==> config.mk <==
export PLATFORM = sky130hd
export DESIGN_NAME = ucsm_uart
export DESIGN_NICKNAME = d
export VERILOG_FILES = /design/src/verilog/ucsm_uart.v
export VERILOG_INCLUDE_DIRS = /design/src /design/src/verilog
export SDC_FILE = /design/constraint.sdc
export NUM_CORES = 1
export LEC_CHECK = 0
export BUFFER_PORTS_ARGS = -buffer_cell sky130_fd_sc_hd__buf_2
export CAP_MARGIN = 20
export CORE_MARGIN = 1.5
export CORE_UTILIZATION = 40
export CTS_CLUSTER_SIZE = 14
export DETAILED_ROUTE_END_ITERATION = 10
export PLACE_DENSITY = 0.57
export SLEW_MARGIN = 30
export SYNTH_ARGS = -nofsm -noshare
export SYNTH_HDL_FRONTEND = slang
export SYNTH_SLANG_ARGS = --single-unit
export TNS_END_PERCENT = 5
==> constraint.sdc <==
create_clock -name mclk_i -period 90.9 [get_ports mclk_i]
set_clock_uncertainty 0.05 [all_clocks]
set_input_delay 18.18 -clock mclk_i [delete_from_list [all_inputs] [get_ports mclk_i]]
set_output_delay 18.18 -clock mclk_i [all_outputs]
set_load 0.02 [all_outputs]
==> src/verilog/ucsm_defines.vh <==
// Offsets, fields, reset values and rates of the UART control unit
`ifndef UCSM_DEFINES_VH
`define UCSM_DEFINES_VH

// ----------------------------------------
// Register offsets
// ----------------------------------------
`define UCSM_OFS_STATUS   3'h0
`define UCSM_OFS_RXDATA   3'h1
`define UCSM_OFS_TXDATA   3'h2
`define UCSM_OFS_CTRL     3'h3
`define UCSM_OFS_MODEM    3'h4

// ----------------------------------------
// Control fields
// ----------------------------------------
`define UCSM_C_RX_EN      0
`define UCSM_C_TX_EN      1
`define UCSM_C_PAR_ON     2
`define UCSM_C_PAR_EVEN   3
`define UCSM_C_TWO_STOP   4
`define UCSM_C_LEN_LO     5
`define UCSM_C_LEN_HI     7
`define UCSM_C_BAUD_LO    9
`define UCSM_C_BAUD_HI    12
`define UCSM_C_RECEIVE_IRQ_ENABLE      13
`define UCSM_C_TRANSMIT_IRQ_ENABLE      14
`define UCSM_C_BREAK      15
`define UCSM_CTRL_RESET   18'h00000
`define UCSM_CTRL_MASK    18'h0feff

// ----------------------------------------
// Modem fields
// ----------------------------------------
`define UCSM_M_DTR        0
`define UCSM_M_RTS        1
`define UCSM_M_DCD        2
`define UCSM_M_CARRIER_LINE_OUTPUT    3
`define UCSM_M_RTS_OUT    4
`define UCSM_M_DTR_OUT    5
`define UCSM_MODEM_RESET  6'h00

// ----------------------------------------
// Status fields
// ----------------------------------------
`define UCSM_S_RX_CLK     12
`define UCSM_S_RX_IDLE    13
`define UCSM_S_TX_CLK     14
`define UCSM_S_RST        15
`define UCSM_S_TX_IDLE    16

// ----------------------------------------
// Bit rates, code order
// ----------------------------------------
`define UCSM_CLK_HZ       25000000
`define UCSM_BAUD_0       115200
`define UCSM_BAUD_1       57600
`define UCSM_BAUD_2       38400
`define UCSM_BAUD_3       31250
`define UCSM_BAUD_4       19200
`define UCSM_BAUD_5       9600
`define UCSM_BAUD_6       4800
`define UCSM_BAUD_7       2400
`define UCSM_BAUD_8       1200
`define UCSM_BAUD_9       600
`define UCSM_BAUD_10      300
`define UCSM_BAUD_11      150
`define UCSM_BAUD_12      75
`define UCSM_BAUD_13      50
`define UCSM_BAUD_X2      15625

`endif

==> src/verilog/ucsm_uart.v <==
// UART control, status, shifters and handshake lines
`timescale 1ns/100ps
`include "ucsm_defines.vh"

// ----------------------------------------
// Two-entry data buffer
// ----------------------------------------
module ucsm_buf #(
   parameter W     = 8,
   parameter DEPTH = 2,
   parameter AW    = 1
) (
   input  wire         mclk_i,
   input  wire         reset_i,
   input  wire         in_valid_i,
   output wire         in_ready_o,
   input  wire [W-1:0] in_data_i,
   output wire         out_valid_o,
   input  wire         out_ready_i,
   output wire [W-1:0] out_data_o
);
   reg [W-1:0] mem_q [0:DEPTH-1];
   reg [AW-1:0] wp_q;
   reg [AW-1:0] rp_q;
   reg [AW:0]   cnt_q;
   wire         push = in_valid_i & in_ready_o;
   wire         pop  = out_valid_o & out_ready_i;
   assign in_ready_o  = (cnt_q != DEPTH[AW:0]);
   assign out_valid_o = (cnt_q != {(AW+1){1'b0}});
   assign out_data_o  = mem_q[rp_q];
   always @(posedge mclk_i) begin
      if (push)
         mem_q[wp_q] <= in_data_i;
      if (reset_i) begin
         wp_q  <= {AW{1'b0}};
         rp_q  <= {AW{1'b0}};
         cnt_q <= {(AW+1){1'b0}};
      end else begin
         if (push)
            wp_q <= (wp_q == DEPTH[AW-1:0] - 1'b1) ? {AW{1'b0}} : wp_q + 1'b1;
         if (pop)
            rp_q <= (rp_q == DEPTH[AW-1:0] - 1'b1) ? {AW{1'b0}} : rp_q + 1'b1;
         cnt_q <= cnt_q + {{AW{1'b0}}, push} - {{AW{1'b0}}, pop};
      end
   end
endmodule

// Behaviour
// - Status bit 15 high during one bit period after core reset.
// - Status bit 13 reads one while receiver is not shifting a frame.
// - Status bit 16 reads one while transmitter is not shifting a frame.
// - Status bits 12 and 14 show receive and transmit bit clock levels.
// - Receive data read gives character in bits 0-7, upper bits zero.
// - Transmit data write takes bits 0-7, ignores upper bits.
// - Control bits 0 and 1 enable receiver and transmitter, reset zero.
// - Control bit 2 adds parity, bit 3 picks even over odd.
// - Control bit 4 selects two stop bits instead of one.
// - Control bits 5 and 6 give data length five to eight bits.
// - Control bits 9-12 pick one of fourteen listed bit rates.
// - Unlisted rate codes run at 7812.5 baud.
// - Control bits 13 and 14 gate receive and transmit interrupts.
// - Control bit 15 holds the transmit line low for break.
// - Modem bit 3 makes carrier detect an output.
// - Modem bit 4 makes request-to-send an output.
// - Modem bit 5 makes terminal-ready an output.
// - Modem bit 0 drives terminal-ready or reads incoming data-set-ready.
// - Modem bits 1 and 2 give driven send and carrier levels.
// - Bit rate prescalers derive from module clock frequency parameter.
// - Without modem support handshake outputs sit high, directions ignored.
// - Interrupts set per character, clear on control or receive data read.
module ucsm_uart #(
   parameter MODULE_CLOCK_HZ = `UCSM_CLK_HZ,
   parameter MODEM_EN        = 0,
   parameter BUF_DEPTH       = 2,
   parameter BUF_AW          = 1,
   parameter CW              = 24
) (
   input  wire        mclk_i,
   input  wire        reset_i,
   input  wire [2:0]  reg_addr_i,
   input  wire [17:0] reg_wdata_i,
   input  wire        reg_wr_i,
   input  wire        reg_rd_i,
   output reg  [17:0] reg_rdata_o,
   input  wire        rxd_i,
   output reg         txd_o,
   output reg         rx_irq_o,
   output reg         tx_irq_o,
   input  wire        dcd_i,
   output reg         dcd_o,
   output reg         dcd_oe_o,
   input  wire        rts_i,
   output reg         rts_o,
   output reg         rts_oe_o,
   input  wire        dtr_i,
   output reg         dtr_o,
   output reg         dtr_oe_o
);
   localparam S_IDLE = 3'h0, S_START = 3'h1, S_DATA = 3'h2, S_PAR = 3'h3, S_STOP = 3'h4;

   // ----------------------------------------
   // Registers and pin synchronisers
   // ----------------------------------------
   reg [17:0]   ctrl_q;
   reg [5:0]    modem_q;
   reg [3:0]    s1_q;
   reg [3:0]    s2_q;
   reg          rst_q;
   reg [CW-1:0] rst_cnt_q;
   reg          rx_irq_q;
   reg          tx_irq_q;
   reg          perr_q;
   reg          ferr_q;
   reg          derr_q;
   wire rxd = s2_q[0];
   wire dcd_in = s2_q[1];
   wire cts_in = s2_q[2];
   wire dsr_in = s2_q[3];
   wire wr_ctrl = reg_wr_i & (reg_addr_i == `UCSM_OFS_CTRL);
   wire rd_ctrl = reg_rd_i & (reg_addr_i == `UCSM_OFS_CTRL);
   wire rd_rx   = reg_rd_i & (reg_addr_i == `UCSM_OFS_RXDATA);
   wire wr_tx   = reg_wr_i & (reg_addr_i == `UCSM_OFS_TXDATA);

   // ----------------------------------------
   // Bit period from rate code
   // ----------------------------------------
   function [CW-1:0] div_of;
      input [3:0] c;
      reg [31:0] d;
      reg [31:0] b;
      begin
         case (c)
            4'h0: b = `UCSM_BAUD_0;
            4'h1: b = `UCSM_BAUD_1;
            4'h2: b = `UCSM_BAUD_2;
            4'h3: b = `UCSM_BAUD_3;
            4'h4: b = `UCSM_BAUD_4;
            4'h5: b = `UCSM_BAUD_5;
            4'h6: b = `UCSM_BAUD_6;
            4'h7: b = `UCSM_BAUD_7;
            4'h8: b = `UCSM_BAUD_8;
            4'h9: b = `UCSM_BAUD_9;
            4'ha: b = `UCSM_BAUD_10;
            4'hb: b = `UCSM_BAUD_11;
            4'hc: b = `UCSM_BAUD_12;
            4'hd: b = `UCSM_BAUD_13;
            default: b = 32'h0;
         endcase
         d = (b == 32'h0) ? (MODULE_CLOCK_HZ * 2) / `UCSM_BAUD_X2 : MODULE_CLOCK_HZ / b;
         div_of = d[CW-1:0] - 1'b1;
      end
   endfunction

   wire [CW-1:0] bit_div  = div_of(ctrl_q[`UCSM_C_BAUD_HI:`UCSM_C_BAUD_LO]);
   wire [CW-1:0] half_div = {1'b0, bit_div[CW-1:1]};
   wire [3:0]    nbits    = {2'b00, ctrl_q[6:5]} + 4'h5;
   wire          par_on   = ctrl_q[`UCSM_C_PAR_ON];
   wire          par_even = ctrl_q[`UCSM_C_PAR_EVEN];

   // ----------------------------------------
   // Data buffers
   // ----------------------------------------
   wire       txb_ready;
   wire       txb_valid;
   wire [7:0] txb_data;
   wire       txb_pop;
   wire       rxb_ready;
   wire       rxb_valid;
   wire [7:0] rxb_data;
   reg        rx_push;
   reg  [7:0] rx_word;
   ucsm_buf #(.W(8), .DEPTH(BUF_DEPTH), .AW(BUF_AW)) u_txb (
      .mclk_i      (mclk_i),
      .reset_i     (reset_i),
      .in_valid_i  (wr_tx),
      .in_ready_o  (txb_ready),
      .in_data_i   (reg_wdata_i[7:0]),
      .out_valid_o (txb_valid),
      .out_ready_i (txb_pop),
      .out_data_o  (txb_data)
   );
   ucsm_buf #(.W(8), .DEPTH(BUF_DEPTH), .AW(BUF_AW)) u_rxb (
      .mclk_i      (mclk_i),
      .reset_i     (reset_i),
      .in_valid_i  (rx_push),
      .in_ready_o  (rxb_ready),
      .in_data_i   (rx_word),
      .out_valid_o (rxb_valid),
      .out_ready_i (rd_rx),
      .out_data_o  (rxb_data)
   );

   // ----------------------------------------
   // Transmit shifter
   // ----------------------------------------
   reg [2:0]    tx_st_q;
   reg [CW-1:0] tx_cnt_q;
   reg [7:0]    tx_sh_q;
   reg [3:0]    tx_n_q;
   reg          tx_par_q;
   reg          tx_line;
   wire tx_tick = (tx_cnt_q == {CW{1'b0}});
   assign txb_pop = (tx_st_q == S_IDLE) & ctrl_q[`UCSM_C_TX_EN] & ~rst_q
                    & ~ctrl_q[`UCSM_C_BREAK];
   always @* begin
      case (tx_st_q)
         S_START: tx_line = 1'b0;
         S_DATA:  tx_line = tx_sh_q[0];
         S_PAR:   tx_line = tx_par_q ^ ~par_even;
         default: tx_line = 1'b1;
      endcase
   end
   always @(posedge mclk_i) begin
      if (reset_i) begin
         tx_st_q  <= S_IDLE;
         tx_cnt_q <= {CW{1'b0}};
         tx_sh_q  <= 8'h00;
         tx_n_q   <= 4'h0;
         tx_par_q <= 1'b0;
         txd_o    <= 1'b1;
      end else begin
         txd_o    <= ctrl_q[`UCSM_C_BREAK] ? 1'b0 : tx_line;
         tx_cnt_q <= tx_tick ? bit_div : tx_cnt_q - 1'b1;
         case (tx_st_q)
            S_IDLE: begin
               tx_cnt_q <= bit_div;
               if (txb_pop & txb_valid) begin
                  tx_sh_q  <= txb_data;
                  tx_par_q <= 1'b0;
                  tx_st_q  <= S_START;
               end
            end
            S_START:
               if (tx_tick) begin
                  tx_n_q  <= nbits;
                  tx_st_q <= S_DATA;
               end
            S_DATA:
               if (tx_tick) begin
                  tx_par_q <= tx_par_q ^ tx_sh_q[0];
                  tx_sh_q  <= {1'b0, tx_sh_q[7:1]};
                  tx_n_q   <= tx_n_q - 1'b1;
                  if (tx_n_q == 4'h1) begin
                     tx_n_q  <= ctrl_q[`UCSM_C_TWO_STOP] ? 4'h2 : 4'h1;
                     tx_st_q <= par_on ? S_PAR : S_STOP;
                  end
               end
            S_PAR:
               if (tx_tick)
                  tx_st_q <= S_STOP;
            S_STOP:
               if (tx_tick) begin
                  tx_n_q <= tx_n_q - 1'b1;
                  if (tx_n_q == 4'h1)
                     tx_st_q <= S_IDLE;
               end
            default: tx_st_q <= S_IDLE;
         endcase
      end
   end
   wire tx_done = (tx_st_q == S_STOP) & tx_tick & (tx_n_q == 4'h1);

   // ----------------------------------------
   // Receive shifter
   // ----------------------------------------
   reg [2:0]    rx_st_q;
   reg [CW-1:0] rx_cnt_q;
   reg [7:0]    rx_sh_q;
   reg [3:0]    rx_n_q;
   reg          rx_par_q;
   wire rx_tick = (rx_cnt_q == {CW{1'b0}});
   always @(posedge mclk_i) begin
      rx_push <= 1'b0;
      if (reset_i) begin
         rx_st_q  <= S_IDLE;
         rx_cnt_q <= {CW{1'b0}};
         rx_sh_q  <= 8'h00;
         rx_n_q   <= 4'h0;
         rx_par_q <= 1'b0;
         rx_word  <= 8'h00;
         perr_q   <= 1'b0;
         ferr_q   <= 1'b0;
      end else begin
         rx_cnt_q <= rx_tick ? bit_div : rx_cnt_q - 1'b1;
         case (rx_st_q)
            S_IDLE: begin
               rx_cnt_q <= half_div;
               if (~rxd & ctrl_q[`UCSM_C_RX_EN] & ~rst_q)
                  rx_st_q <= S_START;
            end
            S_START:
               if (rx_tick) begin
                  rx_n_q   <= nbits;
                  rx_par_q <= 1'b0;
                  rx_sh_q  <= 8'h00;
                  rx_st_q  <= rxd ? S_IDLE : S_DATA;
               end
            S_DATA:
               if (rx_tick) begin
                  rx_par_q <= rx_par_q ^ rxd;
                  rx_sh_q  <= {rxd, rx_sh_q[7:1]};
                  rx_n_q   <= rx_n_q - 1'b1;
                  if (rx_n_q == 4'h1)
                     rx_st_q <= par_on ? S_PAR : S_STOP;
               end
            S_PAR:
               if (rx_tick) begin
                  perr_q  <= rx_par_q ^ rxd ^ ~par_even;
                  rx_st_q <= S_STOP;
               end
            S_STOP:
               if (rx_tick) begin
                  ferr_q  <= ~rxd;
                  rx_word <= rx_sh_q >> (4'h8 - nbits);
                  rx_push <= 1'b1;
                  rx_st_q <= S_IDLE;
               end
            default: rx_st_q <= S_IDLE;
         endcase
      end
   end

   // ----------------------------------------
   // Control, modem, reset flag, interrupts
   // ----------------------------------------
   always @(posedge mclk_i) begin
      s1_q <= {dtr_i, rts_i, dcd_i, rxd_i};
      s2_q <= s1_q;
      if (reset_i) begin
         ctrl_q    <= `UCSM_CTRL_RESET;
         modem_q   <= `UCSM_MODEM_RESET;
         rst_q     <= 1'b1;
         rst_cnt_q <= {CW{1'b0}};
         rx_irq_q  <= 1'b0;
         tx_irq_q  <= 1'b0;
         derr_q    <= 1'b0;
      end else begin
         if (wr_ctrl)
            ctrl_q <= reg_wdata_i & `UCSM_CTRL_MASK;
         if (reg_wr_i & (reg_addr_i == `UCSM_OFS_MODEM))
            modem_q <= reg_wdata_i[5:0];
         if (rst_q) begin
            rst_cnt_q <= rst_cnt_q + 1'b1;
            if (rst_cnt_q == bit_div)
               rst_q <= 1'b0;
         end
         tx_irq_q <= tx_done | (tx_irq_q & ~rd_ctrl);
         rx_irq_q <= rx_push | (rx_irq_q & ~rd_rx);
         if (rx_push & ~rxb_ready)
            derr_q <= 1'b1;
         else if (rxb_ready)
            derr_q <= 1'b0;
      end
   end

   // ----------------------------------------
   // Registered outputs and read data
   // ----------------------------------------
   wire [17:0] status = {1'b0,
      tx_st_q == S_IDLE,
      rst_q,
      tx_cnt_q > half_div,
      rx_st_q == S_IDLE,
      rx_cnt_q > half_div,
      dsr_in, cts_in, dcd_in,
      derr_q, ferr_q, perr_q, tx_irq_q, 1'b0,
      ~txb_ready, ~txb_valid, ~rxb_ready, ~rxb_valid};
   wire dsr_rd = modem_q[`UCSM_M_DTR_OUT] ? modem_q[`UCSM_M_DTR] : dsr_in;
   wire no_mdm = (MODEM_EN == 0);
   always @(posedge mclk_i) begin
      if (reset_i) begin
         reg_rdata_o <= 18'h00000;
         rx_irq_o    <= 1'b0;
         tx_irq_o    <= 1'b0;
         dcd_o       <= 1'b1;
         dcd_oe_o    <= 1'b1;
         rts_o       <= 1'b1;
         rts_oe_o    <= 1'b1;
         dtr_o       <= 1'b1;
         dtr_oe_o    <= 1'b1;
      end else begin
         rx_irq_o <= rx_irq_q & ctrl_q[`UCSM_C_RECEIVE_IRQ_ENABLE];
         tx_irq_o <= tx_irq_q & ctrl_q[`UCSM_C_TRANSMIT_IRQ_ENABLE];
         dcd_oe_o <= modem_q[`UCSM_M_CARRIER_LINE_OUTPUT] | no_mdm;
         rts_oe_o <= modem_q[`UCSM_M_RTS_OUT] | no_mdm;
         dtr_oe_o <= modem_q[`UCSM_M_DTR_OUT] | no_mdm;
         dtr_o    <= modem_q[`UCSM_M_DTR] | no_mdm;
         rts_o    <= modem_q[`UCSM_M_RTS] | no_mdm;
         dcd_o    <= modem_q[`UCSM_M_DCD] | no_mdm;
         if (reg_rd_i) begin
            case (reg_addr_i)
               `UCSM_OFS_STATUS: reg_rdata_o <= status;
               `UCSM_OFS_RXDATA: reg_rdata_o <= {10'h000, rxb_valid ? rxb_data : 8'h00};
               `UCSM_OFS_CTRL:   reg_rdata_o <= ctrl_q;
               `UCSM_OFS_MODEM:  reg_rdata_o <= {12'h000, modem_q[5:1], dsr_rd};
               default:          reg_rdata_o <= 18'h00000;
            endcase
         end
      end
   end
endmodule

==> results.py <==
metrics = {
    "status": {
        "status": "finished clean",
    },
    "sta": {
        "setup_viol": 0,
        "slew-limit-headroom_pct": 38.5,
        "fmax_mhz": 11.8,
        "worst_pin_slew_ns": 0.920,
        "fin_crit_sh_pct": 93.1,
        "post-route-min-period_ns": 84.61,
        "final_hold_viol_count": 0,
        "slew_violations": 0,
    },
    "run": {
        "drv_cap": 0,
    },
    "cells_and_area": {
        "final_cells": 6499,
        "layout_common_cells": "574 x nor2_1, 497 x nand2_1, 440 x ha_1",
        "drive_above_1_share_pct": 10.7,
        "stdcell_area_um2": 41000,
        "syn_to_final_growth_pct": 10.2,
        "layout.nets": 5705,
        "layout_commonest_cell": "nor2_1",
        "n_fill_cell": 9489,
        "antenna-diode-count": 0,
    },
    "grt": {
        "grt_pass1_vias": 35727,
        "grt_first_pass_wirelength_um": 187000,
        "gr-total-overflow": 0,
        "antenna_found_initial": 0,
        "grt_max_degree": 97,
        "grt_use_total_pct": 23.7,
    },
    "clock_network": {
        "cts_max_path_buffers": 3,
        "cts.sinks": 227,
        "cts_tree": "yes",
        "path_clk_slew_ns": 0.06,
        "htreeDepth": 1,
        "holdBufCountCts": 0,
        "numCtsBuffers": 27,
        "root_buffer": "clkbuf_16",
        "clk_latency_ns": 0.52,
    },
    "synth": {
        "synth_warnings": 0,
        "avgSynthCellArea_um2": 7.19,
        "synth_cell_types": 125,
        "ys.flop_type": "dfxtp_1",
        "syn_inst": 5169,
        "synth-seq-cells": 227,
        "synth-seq-area-share_pct": 13.1,
        "synth_area_um2": 37200,
        "async_flop_share_pct": 0,
        "synth_edf_count": 32,
    },
    "worst_setup_path": {
        "worst_path_largest_cell_delay_ns": 0.67,
        "worstPathMaxFanout": 20,
        "crit_arrival_ns": 84.93,
        "critPathKind": "reg -> reg",
        "crit_top_cell": "o21a_1",
        "cp-end-kind": "flip-flop",
        "slowest_stage": "or4b_2",
        "cp-start-kind": "flip-flop",
        "required_ns": 91.21,
    },
    "die": {
        "start_util_pct": 40.4,
        "core.rowCount": 111,
        "die_h_um": 308,
        "io_pins": 56,
        "die_x_um": 308,
        "die-area_um2": 94800,
        "core_um2": 91900,
    },
    "min_path": {
        "hold_path.class": "reg -> reg",
    },
    "placement": {
        "place_congestion": 0.883,
        "port-buffer-count": 45,
        "dp_cells": 6439,
        "place_area_um2": 39600,
        "hpwl_um": 90500,
    },
    "routing": {
        "drcViolationCount": 0,
        "routed_via_density": 5.86,
        "vias": 38059,
        "wire_per_inst_um": 18.0,
        "ant_nets": 0,
        "drt_iter0_markers": 2700,
        "drt-total-wl_um": 117000,
        "dr.pass1.iters": 5,
    },
}
[flip-flops by register name (all words and copies together), names as in the netlist, 2 cells and up, named ones only]
signal / count
ctrl_q: 15
modem_q: 6
reg_rdata_o: 17
rst_cnt_q: 24
rx_cnt_q: 24
rx_n_q: 4
rx_sh_q: 8
rx_st_q: 3
rx_word: 8
s1_q: 4
s2_q: 4
tx_cnt_q: 24
tx_n_q: 4
tx_sh_q: 8
tx_st_q: 3
u_rxb.cnt_q: 2
u_rxb.mem_q: 16
u_txb.cnt_q: 2
u_txb.mem_q: 16
[cells in the mapped netlist (all sizes together) (44+ instances only)]
cell type | n | share of area [%]
xnor2 | 189 | 4.5
clkbuf | 153 | 1.5
and2 | 66 | 1.1
and3 | 60 | 1.0
nand4 | 66 | 1.1
mux2i | 65 | 1.8
or3 | 61 | 1.0
nor2 | 583 | 5.9
nand2b | 106 | 1.8
a211oi | 86 | 1.8
o31ai | 80 | 1.7
nor3 | 180 | 2.5
nand3 | 138 | 1.9
inv | 177 | 1.8
o211ai | 54 | 1.1
ha | 440 | 15
xor2 | 135 | 3.2
nor2b | 55 | 0.93
a21o | 153 | 3.1
buf | 44 | 0.64
o21ai | 355 | 4.8
nand2 | 502 | 5.1
o21a | 155 | 3.1
mux2 | 89 | 2.7
a21oi | 403 | 5.5
dfxtp | 195 | 10
[cell type report]
cell class / count / area, µm² / area share [%]
sequential: 227 / 4870 / 11.9
multi-input combinational: 4574 / 31300 / 76.4
tap: 1243 / 1560 / 3.80
clock inverter: 13 / 173 / 0.422
inverter: 177 / 664 / 1.62
clock buffer: 36 / 739 / 1.81
timing repair buffer: 229 / 1650 / 4.04
[critical path, delay by kind of cell, from the launching register on]
kind	cells	cell delay, ns
flip-flops	1	0.41
XOR/XNOR	1	0.15
AO/OA/AOI/OAI	247	46.98
adder cells (fa/ha/maj)	32	10.47
multiplexers	10	3.18
buffers and inverters	21	3.56
AND/OR/NAND/NOR	111	19.54
[final timing paths]
| kind | depth (start not counted) | slack, ns | start | to |
|---|---|---|---|---|
| min reg2reg | 0 | 0.28 | s1_q[3] | s2_q[3] |
| max | 422 | 6.29 | flip-flop | reg_rdata_o[12] |
| max reg2reg | 422 | 6.29 | flip-flop | reg_rdata_o[12] |
| min | 0 | 0.28 | s1_q[3] | s2_q[3] |
[layer usage]
metal	routed length, µm	vias to the layer above	global-route usage [%]
li1	-	19297	-
met1	55900	17700	32.3
met2	52200	875	39.8
met3	5210	187	1.94
met4	3320	0	6.60
met5	0	-	0
[logic make-up after synthesis]
logic type,after synthesis,synth area share [%]
muxes,159,4.79
other,2,0.0202
xor gates and xnor gates,324,7.73
AOI/OAI and AO/OA,1667,29.9
DFF,227,13.1
buffers and inverters,374,3.97
adders and majority gates,441,14.8
and+or+nand+nor,1975,25.6
[timing repair]
item	in CTS	in global routing
resized for setup	0	88
setup buffers	0	11
setup endpoints to repair	0	41
[metrics by stage]
stage	hold slack, ns	setup WS [ns]	util [%]	TNS, ns
2_1_floorplan	0.260	4.34	-	0
3_3_place_gp	0.261	1.70	43.0	0
3_5_place_dp	0.264	1.47	43.1	0
4_1_cts	0.277	1.08	44.1	0
5_1_grt	0.287	-0.306	44.5	-0.421
6_report	0.276	6.29	44.5	0
Power is left out: the tool's default activity adds up to more than one toggle a clock period on the data nets, which glitch-free logic cannot reach.
